--- src/hw/agu_consts.svh ---
// constants of the address generation modifier block
`ifndef AGU_CONSTS_SVH
`define AGU_CONSTS_SVH

// ----------------------------------------------------------------
// register map, byte offsets of bank bases
// ----------------------------------------------------------------
`define AGU_PTR_BASE   7'h00
`define AGU_OFS_BASE   7'h20
`define AGU_MDF_BASE   7'h40
`define AGU_BANK_SPAN  7'h20
`define AGU_REG_COUNT  5'd24

// ----------------------------------------------------------------
// reset values
// ----------------------------------------------------------------
`define AGU_MDF_RESET  16'hffff
`define AGU_PTR_RESET  16'h0000
`define AGU_OFS_RESET  16'h0000

// ----------------------------------------------------------------
// modifier encodings
// ----------------------------------------------------------------
`define AGU_MDF_LINEAR 16'hffff
`define AGU_MDF_REV    16'h0000
`define AGU_MDF_MODMAX 16'h7fff

// ----------------------------------------------------------------
// bus answer
// ----------------------------------------------------------------
`define AGU_HRESP_OKAY 1'b0

`endif

--- src/hw/agu_pkg.sv ---
// types of the address generation modifier block
package agu_pkg;

  // ----------------------------------------------------------------
  // operand addressing modes presented by the decoder
  // ----------------------------------------------------------------
  typedef enum logic [3:0] {
    AGU_MD_DATA_CTRL,
    AGU_MD_ADDR_REG,
    AGU_MD_NO_UPDATE,
    AGU_MD_POST_INC1,
    AGU_MD_POST_DEC1,
    AGU_MD_POST_INCN,
    AGU_MD_POST_DECN,
    AGU_MD_INDEXED,
    AGU_MD_PRE_DEC1,
    AGU_MD_DISPL,
    AGU_MD_PC_REL,
    AGU_MD_SPECIAL
  } agu_mode_t;

  // ----------------------------------------------------------------
  // mode groups and arithmetic types
  // ----------------------------------------------------------------
  typedef enum logic [1:0] {
    AGU_GRP_REG_DIRECT,
    AGU_GRP_PTR_INDIRECT,
    AGU_GRP_PC_REL,
    AGU_GRP_SPECIAL
  } agu_group_t;

  typedef enum logic [1:0] {
    AGU_AR_LINEAR,
    AGU_AR_MODULO,
    AGU_AR_REVERSE
  } agu_arith_t;

endpackage : agu_pkg

--- src/hw/agu_modifier_regs.sv ---
// modifier, offset and pointer register file with mode classification
`include "agu_consts.svh"

// Behaviour
// - eight 16-bit modifiers choose update arithmetic
// - modifiers also hold plain 16-bit data
// - linear, modulo, reverse-carry for updating and offset indirect modes
// - modulo modulus comes from same modifier
// - reset loads all ones, meaning linear
// - each pointer has its own offset register
// - each pointer has its own modifier register
// - modes classed direct, indirect, relative, special
// - modifier used only by updating and offset indirect modes
// - direct operands in data, address, control registers
// - data-move field picks data or control operand
// - effective-address field picks one of 24 registers
// - pointer updated only by its own triplet
// - own modifier sets update arithmetic in updating and offset modes, other modes linear
// - all 24 registers reachable over the data bus
module agu_modifier_regs #(
  parameter int NUM_TRIPLETS = 8,
  parameter int DATA_W       = 16
) (
  input  wire logic                hclk,
  input  wire logic                hresetn,
  input  wire logic                ce,
  // ahb-lite slave
  input  wire logic                hsel,
  input  wire logic [31:0]         haddr,
  input  wire logic [1:0]          htrans,
  input  wire logic                hwrite,
  input  wire logic [2:0]          hsize,
  input  wire logic [31:0]         hwdata,
  input  wire logic                hready,
  output logic                     hreadyout,
  output logic      [31:0]         hrdata,
  output logic                     hresp,
  // decoder request
  input  wire logic                dec_valid,
  input  wire agu_pkg::agu_mode_t  dec_mode,
  input  wire logic [2:0]          dec_idx,
  input  wire logic [4:0]          dec_ea,
  input  wire logic [5:0]          dec_dm,
  // pointer write-back from the address arithmetic
  input  wire logic                upd_valid,
  input  wire logic [2:0]          upd_idx,
  input  wire logic [DATA_W-1:0]   upd_value,
  // classification and triplet answer
  output logic                     out_valid,
  output agu_pkg::agu_group_t      out_group,
  output logic                     use_modifier,
  output agu_pkg::agu_arith_t      arith_type,
  output logic      [DATA_W-1:0]   modulus,
  output logic      [DATA_W-1:0]   sel_pointer,
  output logic      [DATA_W-1:0]   sel_offset,
  output logic      [DATA_W-1:0]   sel_modifier,
  output logic      [DATA_W-1:0]   direct_operand,
  output logic                     reg_ref,
  output logic                     ctrl_ref,
  output logic      [1:0]          dreg_count,
  output logic      [3:0]          dreg_sel
);

  // ----------------------------------------------------------------
  // state
  // ----------------------------------------------------------------
  typedef logic [NUM_TRIPLETS-1:0][DATA_W-1:0] agu_bank_t;

  typedef struct packed {
    agu_bank_t           ptr;        // pointer registers
    agu_bank_t           ofs;        // offset registers
    // modifier registers
    agu_bank_t           mdf;
    logic                dphase;     // bus data phase pending
    logic                wr;         // pending transfer is a write
    logic                hit;        // pending address is mapped
    logic [4:0]          widx;       // pending register index
    logic [31:0]         rdata;      // read data for the bus
    logic                ovalid;     // answer strobe
    agu_pkg::agu_group_t grp;        // mode group
    logic                usem;       // modifier consulted
    agu_pkg::agu_arith_t arith;      // update arithmetic
    logic [DATA_W-1:0]   modv;       // buffer modulus
    logic [DATA_W-1:0]   sptr;       // triplet pointer
    logic [DATA_W-1:0]   sofs;       // triplet offset
    logic [DATA_W-1:0]   smdf;       // triplet modifier
    logic [DATA_W-1:0]   dop;        // direct operand
    logic                rref;       // register reference
    logic                cref;       // control register reference
    logic [1:0]          dcnt;       // data register count
    logic [3:0]          dsel;       // first data register
  } agu_state_t;

  agu_state_t s_reg;                  // registered state
  agu_state_t s_next;                 // next state

  // ----------------------------------------------------------------
  // helpers
  // ----------------------------------------------------------------
  // read one of the 24 registers by bank and triplet index
  function automatic logic [DATA_W-1:0] reg_pick(
    input agu_bank_t  p,
    input agu_bank_t  o,
    input agu_bank_t  m,
    input logic [4:0] i
  );
    logic [DATA_W-1:0] v;
    // bank 3 reads as zero
    v = '0;
    case (i[4:3])
      2'd0:    v = p[i[2:0]];
      2'd1:    v = o[i[2:0]];
      2'd2:    v = m[i[2:0]];
      default: v = '0;
    endcase
    return v;
  endfunction : reg_pick

  // map a byte address to a register index, bank in upper bits
  function automatic logic [5:0] addr_idx(input logic [31:0] a);
    logic [6:0] lo;
    logic [5:0] r;
    lo = a[6:0];
    // 6'h20 flags an unmapped address
    r  = 6'h20;
    if (a[31:7] == 25'h0 && a[1:0] == 2'b00) begin
      if (lo >= `AGU_PTR_BASE && lo < `AGU_PTR_BASE + `AGU_BANK_SPAN)
        r = {3'b000, 3'(lo[4:2])};
      else if (lo >= `AGU_OFS_BASE &&
               lo < `AGU_OFS_BASE + `AGU_BANK_SPAN)
        r = {3'b001, 3'(lo[4:2])};
      else if (lo >= `AGU_MDF_BASE &&
               lo < `AGU_MDF_BASE + `AGU_BANK_SPAN)
        r = {3'b010, 3'(lo[4:2])};
    end
    return r;
  endfunction : addr_idx

  // decode a modifier word into its arithmetic type
  function automatic agu_pkg::agu_arith_t mdf_type(
    input logic [DATA_W-1:0] m
  );
    agu_pkg::agu_arith_t t;
    t = agu_pkg::AGU_AR_LINEAR;
    // zero reverse, low half modulo
    if (m == `AGU_MDF_REV)
      t = agu_pkg::AGU_AR_REVERSE;
    else if (m <= `AGU_MDF_MODMAX)
      t = agu_pkg::AGU_AR_MODULO;
    else
      t = agu_pkg::AGU_AR_LINEAR;
    return t;
  endfunction : mdf_type

  // group each addressing mode
  function automatic agu_pkg::agu_group_t mode_group(
    input agu_pkg::agu_mode_t md
  );
    agu_pkg::agu_group_t g;
    // spare codes are pointer indirect
    g = agu_pkg::AGU_GRP_SPECIAL;
    case (md)
      agu_pkg::AGU_MD_DATA_CTRL,
      agu_pkg::AGU_MD_ADDR_REG: g = agu_pkg::AGU_GRP_REG_DIRECT;
      agu_pkg::AGU_MD_PC_REL:   g = agu_pkg::AGU_GRP_PC_REL;
      agu_pkg::AGU_MD_SPECIAL:  g = agu_pkg::AGU_GRP_SPECIAL;
      default:                  g = agu_pkg::AGU_GRP_PTR_INDIRECT;
    endcase
    return g;
  endfunction : mode_group

  // modes that update or offset a pointer consult its modifier
  function automatic logic mode_uses_mdf(
    input agu_pkg::agu_mode_t md
  );
    logic u;
    // updating and offset modes only
    u = 1'b0;
    case (md)
      agu_pkg::AGU_MD_POST_INC1,
      agu_pkg::AGU_MD_POST_DEC1,
      agu_pkg::AGU_MD_POST_INCN,
      agu_pkg::AGU_MD_POST_DECN,
      agu_pkg::AGU_MD_INDEXED,
      agu_pkg::AGU_MD_PRE_DEC1,
      agu_pkg::AGU_MD_DISPL:   u = 1'b1;
      default:                 u = 1'b0;
    endcase
    return u;
  endfunction : mode_uses_mdf

  // ----------------------------------------------------------------
  // next state
  // ----------------------------------------------------------------
  // bus, write-back and decoder requests in one pass
  always_comb begin
    logic [5:0] ai;
    logic [2:0] ti;
    s_next        = s_reg;
    ai            = addr_idx(haddr);
    ti            = dec_idx;
    s_next.ovalid = 1'b0;

    // pointer write-back touches only the named pointer
    if (upd_valid) begin
      // a bus write below wins
      s_next.ptr[upd_idx] = upd_value;
    end

    // bus write completes in its data phase, after write-back
    // upper write half is dropped
    if (s_reg.dphase && s_reg.wr && s_reg.hit) begin
      case (s_reg.widx[4:3])
        2'd0:    s_next.ptr[s_reg.widx[2:0]] = hwdata[DATA_W-1:0];
        2'd1:    s_next.ofs[s_reg.widx[2:0]] = hwdata[DATA_W-1:0];
        2'd2:    s_next.mdf[s_reg.widx[2:0]] = hwdata[DATA_W-1:0];
        default: s_next.ptr = s_next.ptr;
      endcase
    end

    // data phase ends in this cycle
    s_next.dphase = 1'b0;

    // new address phase
    // taken only while hready is high
    if (hsel && hready && htrans[1]) begin
      s_next.dphase = 1'b1;
      s_next.wr     = hwrite;
      s_next.hit    = ~ai[5];
      s_next.widx   = ai[4:0];
      s_next.rdata  = 32'h0000_0000;
      if (!hwrite && !ai[5]) begin
        // reads see any write landing in this same cycle
        s_next.rdata[DATA_W-1:0] =
          reg_pick(s_next.ptr, s_next.ofs, s_next.mdf,
                   ai[4:0]);
      end
    end

    // decoder request, answered one cycle later
    if (dec_valid) begin
      // answers use pre-edge values
      s_next.ovalid = 1'b1;
      s_next.grp    = mode_group(dec_mode);
      s_next.usem   = mode_uses_mdf(dec_mode);
      // triplet fields come from the same index only
      s_next.sptr   = s_reg.ptr[ti];
      s_next.sofs   = s_reg.ofs[ti];
      s_next.smdf   = s_reg.mdf[ti];
      // own modifier picks arithmetic, otherwise linear
      if (mode_uses_mdf(dec_mode)) begin
        s_next.arith = mdf_type(s_reg.mdf[ti]);
      end else begin
        s_next.arith = agu_pkg::AGU_AR_LINEAR;
      end
      // modulus is the modifier plus one for modulo arithmetic
      if (mode_uses_mdf(dec_mode) &&
          mdf_type(s_reg.mdf[ti]) == agu_pkg::AGU_AR_MODULO) begin
        s_next.modv = s_reg.mdf[ti] + 16'h0001;
      end else begin
        s_next.modv = 16'h0000;
      end
      // register direct operand selection
      s_next.rref = 1'b0;
      s_next.cref = 1'b0;
      s_next.dop  = 16'h0000;
      s_next.dcnt = 2'd0;
      s_next.dsel = 4'h0;
      case (dec_mode)
        agu_pkg::AGU_MD_DATA_CTRL: begin
          // fields of the data-move word
          s_next.rref = 1'b1;
          s_next.dcnt = dec_dm[5:4];
          s_next.dsel = dec_dm[3:0];
        end
        agu_pkg::AGU_MD_ADDR_REG: begin
          // ea names one of 24 registers
          s_next.rref = 1'b1;
          s_next.dop  = reg_pick(s_reg.ptr, s_reg.ofs, s_reg.mdf,
                                 dec_ea);
        end
        agu_pkg::AGU_MD_SPECIAL: begin
          // special instructions name a control register
          s_next.cref = 1'b1;
          s_next.rref = 1'b1;
          s_next.dsel = dec_dm[3:0];
        end
        default: begin
          // memory, not register, reference
          s_next.rref = 1'b0;
        end
      endcase
    end
  end

  // ----------------------------------------------------------------
  // state register
  // ----------------------------------------------------------------
  // modifiers reset to all ones so pointers start linear
  always_ff @(posedge hclk or negedge hresetn) begin
    if (!hresetn) begin
      // the rest clears to zero
      s_reg        <= '0;
      s_reg.mdf    <= {NUM_TRIPLETS{`AGU_MDF_RESET}};
      s_reg.ptr    <= {NUM_TRIPLETS{`AGU_PTR_RESET}};
      s_reg.ofs    <= {NUM_TRIPLETS{`AGU_OFS_RESET}};
      s_reg.grp    <= agu_pkg::AGU_GRP_REG_DIRECT;
      s_reg.arith  <= agu_pkg::AGU_AR_LINEAR;
    end else if (ce) begin
      // low enable holds all state
      s_reg <= s_next;
    end
  end

  // ----------------------------------------------------------------
  // outputs
  // ----------------------------------------------------------------
  // answers come from flip-flops
  // hreadyout falls only when frozen
  // the data phase stretches while the clock enable is low
  assign hreadyout      = ~s_reg.dphase | ce;
  assign hrdata         = s_reg.rdata;
  assign hresp          = `AGU_HRESP_OKAY;
  assign out_valid      = s_reg.ovalid;
  assign out_group      = s_reg.grp;
  assign use_modifier   = s_reg.usem;
  assign arith_type     = s_reg.arith;
  assign modulus        = s_reg.modv;
  assign sel_pointer    = s_reg.sptr;
  assign sel_offset     = s_reg.sofs;
  assign sel_modifier   = s_reg.smdf;
  assign direct_operand = s_reg.dop;
  assign reg_ref        = s_reg.rref;
  assign ctrl_ref       = s_reg.cref;
  assign dreg_count     = s_reg.dcnt;
  assign dreg_sel       = s_reg.dsel;

  // hsize is accepted but only whole-word transfers are expected
  logic unused_hsize;
  assign unused_hsize = ^hsize;

endmodule : agu_modifier_regs

--- config.mk ---
export PLATFORM = sky130hd
export DESIGN_NAME = agu_modifier_regs
export DESIGN_NICKNAME = d
export VERILOG_FILES = /design/src/hw/agu_pkg.sv /design/src/hw/agu_modifier_regs.sv
export VERILOG_INCLUDE_DIRS = /design/src /design/src/hw
export SDC_FILE = /design/constraint.sdc
export NUM_CORES = 2
export LEC_CHECK = 0
export BUFFER_PORTS_ARGS = -buffer_cell sky130_fd_sc_hd__buf_4
export CORE_UTILIZATION = 35
export CTS_CLUSTER_SIZE = 20
export DETAILED_ROUTE_END_ITERATION = 6
export HOLD_SLACK_MARGIN = 0.08
export PLACE_DENSITY = 0.56
export SLEW_MARGIN = 20
export SYNTH_ARGS = -nofsm -noshare
export SYNTH_HDL_FRONTEND = slang
export SYNTH_SLANG_ARGS = --single-unit
--- constraint.sdc ---
create_clock -name hclk -period 3.5 [get_ports hclk]
set_input_delay 0.7 -clock hclk [delete_from_list [all_inputs] [get_ports hclk]]
set_output_delay 0.7 -clock hclk [all_outputs]
set_load 0.02 [all_outputs]
Word level (Yosys, flattened, before mapping). Cells that the tools add are included.

Register bits: 502. Input bits: 114. Word-level logic and storage cells: 157.

$add $sub $neg: 1. $lt $le $gt $ge: 14. Equality and inequality tests: 17. Multiplexer cells: 53. Bitwise logic cells: 3. Reduce and logical (&&, ||, !) cells: 27.

Operators with widths (number): $bwmux W128 (4); $mux W128 (4); $bmux W16 S3 (9); $mux W384 (1); $mux W16 (14); $demux W16 S3 (2); $pmux W16 S3 (2); $mux W94 (1); $mux W40 (1); $logic_not A25 Y1 (1); $mux W6 (4); $lt A3 B4 Y1 const B (5); $add A16 B1 Y16 const B (1); $eq A4 B3 Y1 const B (4); $eq A4 B4 Y1 const B (4); $le A16 B15 Y1 const B (1); $logic_not A16 Y1 (1); $lt A7 B7 Y1 const B (2); $logic_and A1 B1 Y1 (12); $eq A2 B1 Y1 const B (4); $logic_not A2 Y1 (4); $mux W2 (4); $ge A7 B1 Y1 const B (1); $ge A7 B6 Y1 const B (1); other kinds (17) (28).

Depth between registers and ports, before layout.
Depth in word-level cells: 14. Mapped depth: 12. Mapped depth without buffers: 8.

Worst setup path before layout. OpenSTA, ideal clock, no wires.

Path type: input to register. Start: input port dec_idx[0]. End: register s_reg, in the netlist modulus[10]. Setup time: 0.121 ns. Arrival time: 3.447 ns. Required time: 3.379 ns. Path slack: -0.068 ns. Cell stages on the path: 11. Path through: buf_2 -> buf_2 -> buf_2 -> mux4_2 -> mux2i_1 -> ha_1 -> nand4_1 -> nor4_1 -> nor2_1 -> clkbuf_1 -> a22o_1.

Word-level cells in the longest chain between the ends: 9. Elaborated cells on any way between the ends: 11. Those cells by class: add/sub (1); order compare (1); eq/ne (1); mux (6); reduce/logical (2).

RTL lines: start: declaration (RTL line agu_modifier_regs.sv:41) `input wire logic [2:0] dec_idx,`; $bmux W16 S3 (*) (RTL line agu_modifier_regs.sv:258, agu_modifier_regs.sv:259); $mux W16 (not written as such) (*) (RTL line agu_modifier_regs.sv:258, agu_modifier_regs.sv:259); $le A16 B15 Y1 (no source line); $mux W1 (RTL line agu_modifier_regs.sv:148) `` else if (m <= `AGU_MDF_MODMAX) ``; $mux W2 (RTL line agu_modifier_regs.sv:146) `` if (m == `AGU_MDF_REV) ``; $mux W2 (RTL line agu_modifier_regs.sv:241) `if (dec_valid) begin`; $eq A2 B1 Y1 (RTL line agu_modifier_regs.sv:258) `mdf_type(s_reg.mdf[ti]) == agu_pkg::AGU_AR_MODULO) begin`; $logic_and A1 B1 Y1 (RTL line agu_modifier_regs.sv:257) `if (mode_uses_mdf(dec_mode) &&`; $mux W16 (*) (RTL line agu_modifier_regs.sv:257); end signal: assignment (RTL line agu_modifier_regs.sv:311) `s_reg <= s_next;`; end: declaration (RTL line agu_modifier_regs.sv:94) `agu_state_t s_reg;`.

Mark *: on every way between the ends. The rest lies on a longest branch, timed or not. The select of a mux whose other input is x is not followed. A chain may end at the register's enable or synchronous reset.

Worst setup path in the final report.
Start: register s_reg[128] (netlist bit). End: register s_reg, in the netlist hrdata[10].

Word-level cells in the longest chain between the ends: 11. Elaborated cells on any way between the ends: 20. Those cells by class: order compare (2); mux (17); reduce/logical (1).

RTL lines: $lt A3 B4 Y1 (not written as such) or $ge A3 B1 Y1 (tied branches) (RTL line agu_modifier_regs.sv:214, agu_modifier_regs.sv:215, agu_modifier_regs.sv:216); $logic_and A1 B1 Y1 (not written as such) (RTL line agu_modifier_regs.sv:214, agu_modifier_regs.sv:215, agu_modifier_regs.sv:216); $mux W16 (not written as such) (RTL line agu_modifier_regs.sv:214, agu_modifier_regs.sv:215, agu_modifier_regs.sv:216); $demux W16 S3 (*) (RTL line agu_modifier_regs.sv:214, agu_modifier_regs.sv:215, agu_modifier_regs.sv:216); $bwmux W128, on equally long branches (RTL line agu_modifier_regs.sv:216, agu_modifier_regs.sv:214, agu_modifier_regs.sv:215); $mux W128 (RTL line agu_modifier_regs.sv:213) `case (s_reg.widx[4:3])`; $mux W384 (*) (RTL line agu_modifier_regs.sv:212) `if (s_reg.dphase && s_reg.wr && s_reg.hit) begin`; $bmux W16 S3, on equally long branches (RTL line agu_modifier_regs.sv:113, agu_modifier_regs.sv:111, agu_modifier_regs.sv:112); $mux W16, on equally long branches (RTL line agu_modifier_regs.sv:113, agu_modifier_regs.sv:111, agu_modifier_regs.sv:112); $pmux W16 S3 (*) (RTL line agu_modifier_regs.sv:110) `case (i[4:3])`; $mux W16 (*) (RTL line agu_modifier_regs.sv:232) `if (!hwrite && !ai[5]) begin`.

Marks and branches as above.

==> flow_summary.toml <==
[floorplan]
core_region_area_sq_um = 96900
rows = 114
floorplan.die.height_microns = 315
die-area_sq_um = 99100
die_width_microns = 315
initial_utilization = 0.353
io_pins = 242

[worst_setup_path]
crit-reg2reg-launch = "s_reg[128]"
critical_path.most_common_cell = "sky130_fd_sc_hd__buf_4"
critical-path-max-stage-delay_ns = 0.65
worst_endpoint_required_time_ns = 4.10
end_kind = "flop"
slowest_cell_on_the_critical_path = "sky130_fd_sc_hd__or3_1"
worst_setup_sp_type = "flop"
r2r_cells = 10
path_cells = "nand4b_1 > buf_4 > or3_1 > buf_4 > o21ai_1 > buf_4 > a222oi_1 > a221o_1 > a21oi_1 > a211o_1"
cp-startpoint = "s_reg[128]"
critical_path_peak_fanout = 15
data_arrival_critical_path_ns = 4.01
critical_path_class = "reg -> reg"

[pwr]
power_leakage_nw = 16.6
cellPowerDensity_nw_per_um2 = 402
total_switching_power_mw = 4.89
ir_drop_mv = 0.391
internal_power_mw = 11.4
seq_power_share = 0.409
totalPowerFinal_mw = 16.3
pwr-share-comb = 0.187
switching_share_of_total_power = 0.300
power.share.clock = 0.404

[placed_design]
dp_hpwl_microns = 108000
post_place_cell_area_sq_um = 38600
detailedPlace.worstSlack_ns = -0.203
gp_congestion = 0.978
io_buffers = 204

[clocking]
holdBufCountCts = 0
cts_clock_pin_slew_for_the_worst_setup_and_hold_paths_ns = 0.07
clock_tree.root_cell = "sky130_fd_sc_hd__clkbuf_16"
htree_num_levels = 2
clock_insertion_delay_worst_skew_ns = 0.66
cts_max_path_buffers = 3
numClockSinks = 502
number_of_buffers_created_by_cts = 57
tritoncts_clock_tree = "yes"
cts_resized = 0

[sta]
max_frequency_mhz = 293
rsz0062_at_grt = "no"
skew_ns = 0.0275
relSlewSlack = 0.352
finalMaxSlewViolations = 0
timing.final.hold_violations = 0
post-route-worst-setup-slack_ns = 0.0864
period_needed_ns = 3.41
timing_worst_slew_pin_value_ns = 0.972
report.final.setup_viol = 0
layout_worst_path_cycle_share = 0.975
worst_hold_margin_ns = 0.0942

[global_route]
total_track_usage = 0.302
grt_pass1_wl_microns = 219000
first_global_vias = 30700
initial_antenna_violation_count = 10
grt_start_max_net_pins = 152
global_route.overflow_total = 0

[min_path]
holdCritPathClass = "in -> async"

[routing]
drt-pass1-iter-count = 7
antenna_violating_nets_post_route = 0
drc = 160
drt-vias-per-instance = 6.32
wl_per_cell_microns = 29.5
total_detailed_routing_wirelength_microns = 152000
via_count = 32500
detail_route.iter0.violations = 4583

[finish]
fin_nets = 3936
largest_register_ff_count = 392
drive_above_1_share = 0.299
areaGrowthSynthToFinish_pct = 18.7
layout.cell_area.non_filler_sq_um = 40600
finalCoreUtilization = 0.419

[logic_synthesis]
postSynthAreaPerCell_sq_um = 9.34
synth_area_sq_um = 34200
synth_enable_flop_cells = 0
yosys_most_used_dff = "sky130_fd_sc_hd__dfrtp_1"
syn-instance-count = 3666
total_of_warnings_raised_by_yosys = 0
synth.yosys.seq_area_share = 0.372
ys_types = 83
synth_seq_cells = 502
synth-async-reset-ratio = 1.00

[outcome]
violations = "DRC"
outcome = "finished, violations left"

[job]
drv_cap = 0
layout make-up:
| cell class | count | area [sq um] |
|---|---|---|
| multi-input combinational | 2635 | 19200 |
| fill | 9508 | 56200 |
| sequential | 502 | 12700 |
| timing repair buffer | 590 | 4980 |
| clock inverter | 28 | 333 |
| inverter | 34 | 128 |
| tap | 1276 | 1600 |
| clock buffer | 79 | 1690 |
| antenna | 2 | 5.00 |
critical path, delay by kind of cell (launching register included):
family / cells / cell delay [ns]
compound gates: 5 / 1.21
simple gates: 2 / 0.95
buf+inv: 3 / 0.79
flops: 1 / 0.41
per-stage QoR:
step | TNS (ns) | std cells
floorplan | 0 | 3682
global placement | -1.87 | 5035
detailed placement | -1.94 | 5035
CTS | 0 | 5142
global route | 0 | 5144
finish | 0 | 5146
Yosys cell counts, types with 44 or more instances:
cell,n,share of area
sky130_fd_sc_hd__nand2_1,532,0.058
sky130_fd_sc_hd__mux4_2,208,0.14
sky130_fd_sc_hd__buf_4,124,0.027
sky130_fd_sc_hd__a31oi_1,44,0.0080
sky130_fd_sc_hd__o211ai_1,70,0.015
sky130_fd_sc_hd__nand3_1,119,0.017
sky130_fd_sc_hd__nor2_1,200,0.022
sky130_fd_sc_hd__mux2_2,90,0.030
sky130_fd_sc_hd__a21oi_1,188,0.027
sky130_fd_sc_hd__o21ai_0,327,0.048
sky130_fd_sc_hd__mux2i_1,165,0.048
sky130_fd_sc_hd__o22ai_1,165,0.030
sky130_fd_sc_hd__dfrtp_1,374,0.27
sky130_fd_sc_hd__nand4_1,51,0.0093
sky130_fd_sc_hd__dfstp_2,128,0.098
sky130_fd_sc_hd__nor3_1,78,0.011
sky130_fd_sc_hd__clkbuf_1,321,0.035
per-layer routing:
metal	wire, microns	share of wire	track usage
met3	16300	0.11	0.0691
met2	66300	0.44	0.455
met4	9100	0.060	0.157
met5	65	0.00043	0
met1	59900	0.39	0.403
worst paths after layout:
path	to	slack [ns]
hold reg to reg	out_group[1]	0.48
hold / removal	s_reg[415]	0.09
max in group asynchronous	s_reg[497]	2.54
min in group hclk	dreg_sel[1]	0.27
setup reg to reg	hrdata[10]	0.09
setup / recovery	hrdata[10]	0.09
power groups by stage:
stage          clock network, mW  registers, mW  logic [mW]
6_report                    6.59           6.67        3.05
5_1_grt                     6.90           6.72        3.24
4_1_cts                     6.67           6.65        3.01
3_5_place_dp                   0           6.74        3.01
3_3_place_gp                   0           6.73        2.97
2_1_floorplan                  0           6.60        1.87
cells by family after synthesis:
family,count (synthesis),synth area share
xor gates and xnor gates,13,0.00333
DFF,502,0.372
muxes,463,0.215
and+or+nand+nor,1122,0.149
other,1,0.000110
adders and majority gates,2,0.000731
AOI/OAI and AO/OA,1018,0.185
buffers and inverters,545,0.0748
timing repair:
item                                   CTS  global route
setup endpoints to repair                0             1
setup buffers                            0             2
endpoints found under the hold margin    0             0
layout by cell type, fill, tap and decap left out, types with 12 or more instances in the layout:
master | synthesis | routed
sky130_fd_sc_hd__buf_4 | 124 | 544
sky130_fd_sc_hd__o32ai_1 | 19 | 19
sky130_fd_sc_hd__nand3_1 | 119 | 119
sky130_fd_sc_hd__mux2_2 | 90 | 90
sky130_fd_sc_hd__o221ai_1 | 19 | 19
sky130_fd_sc_hd__buf_12 | 0 | 43
sky130_fd_sc_hd__and2_1 | 12 | 12
sky130_fd_sc_hd__a22o_1 | 37 | 37
sky130_fd_sc_hd__a221oi_1 | 19 | 19
sky130_fd_sc_hd__o22ai_1 | 165 | 165
sky130_fd_sc_hd__inv_1 | 33 | 33
sky130_fd_sc_hd__or3_1 | 28 | 24
sky130_fd_sc_hd__dfrtp_1 | 374 | 374
sky130_fd_sc_hd__clkbuf_16 | 0 | 60
sky130_fd_sc_hd__nor4_1 | 17 | 16
sky130_fd_sc_hd__mux4_2 | 208 | 208
sky130_fd_sc_hd__dfstp_2 | 128 | 128
sky130_fd_sc_hd__o21ai_0 | 327 | 327
sky130_fd_sc_hd__conb_1 | 1 | 17
sky130_fd_sc_hd__clkinv_2 | 0 | 15
sky130_fd_sc_hd__o211ai_1 | 70 | 70
sky130_fd_sc_hd__a21oi_1 | 188 | 188
sky130_fd_sc_hd__nand2_1 | 532 | 530
sky130_fd_sc_hd__a211oi_1 | 21 | 21
sky130_fd_sc_hd__a31oi_1 | 44 | 44
sky130_fd_sc_hd__nand4_1 | 51 | 51
sky130_fd_sc_hd__nor3_1 | 78 | 73
sky130_fd_sc_hd__clkbuf_8 | 0 | 12
sky130_fd_sc_hd__a221o_1 | 13 | 13
sky130_fd_sc_hd__mux2i_1 | 165 | 165
sky130_fd_sc_hd__nor2_1 | 200 | 198
Note: power is estimated with default switching activity, not from simulation.
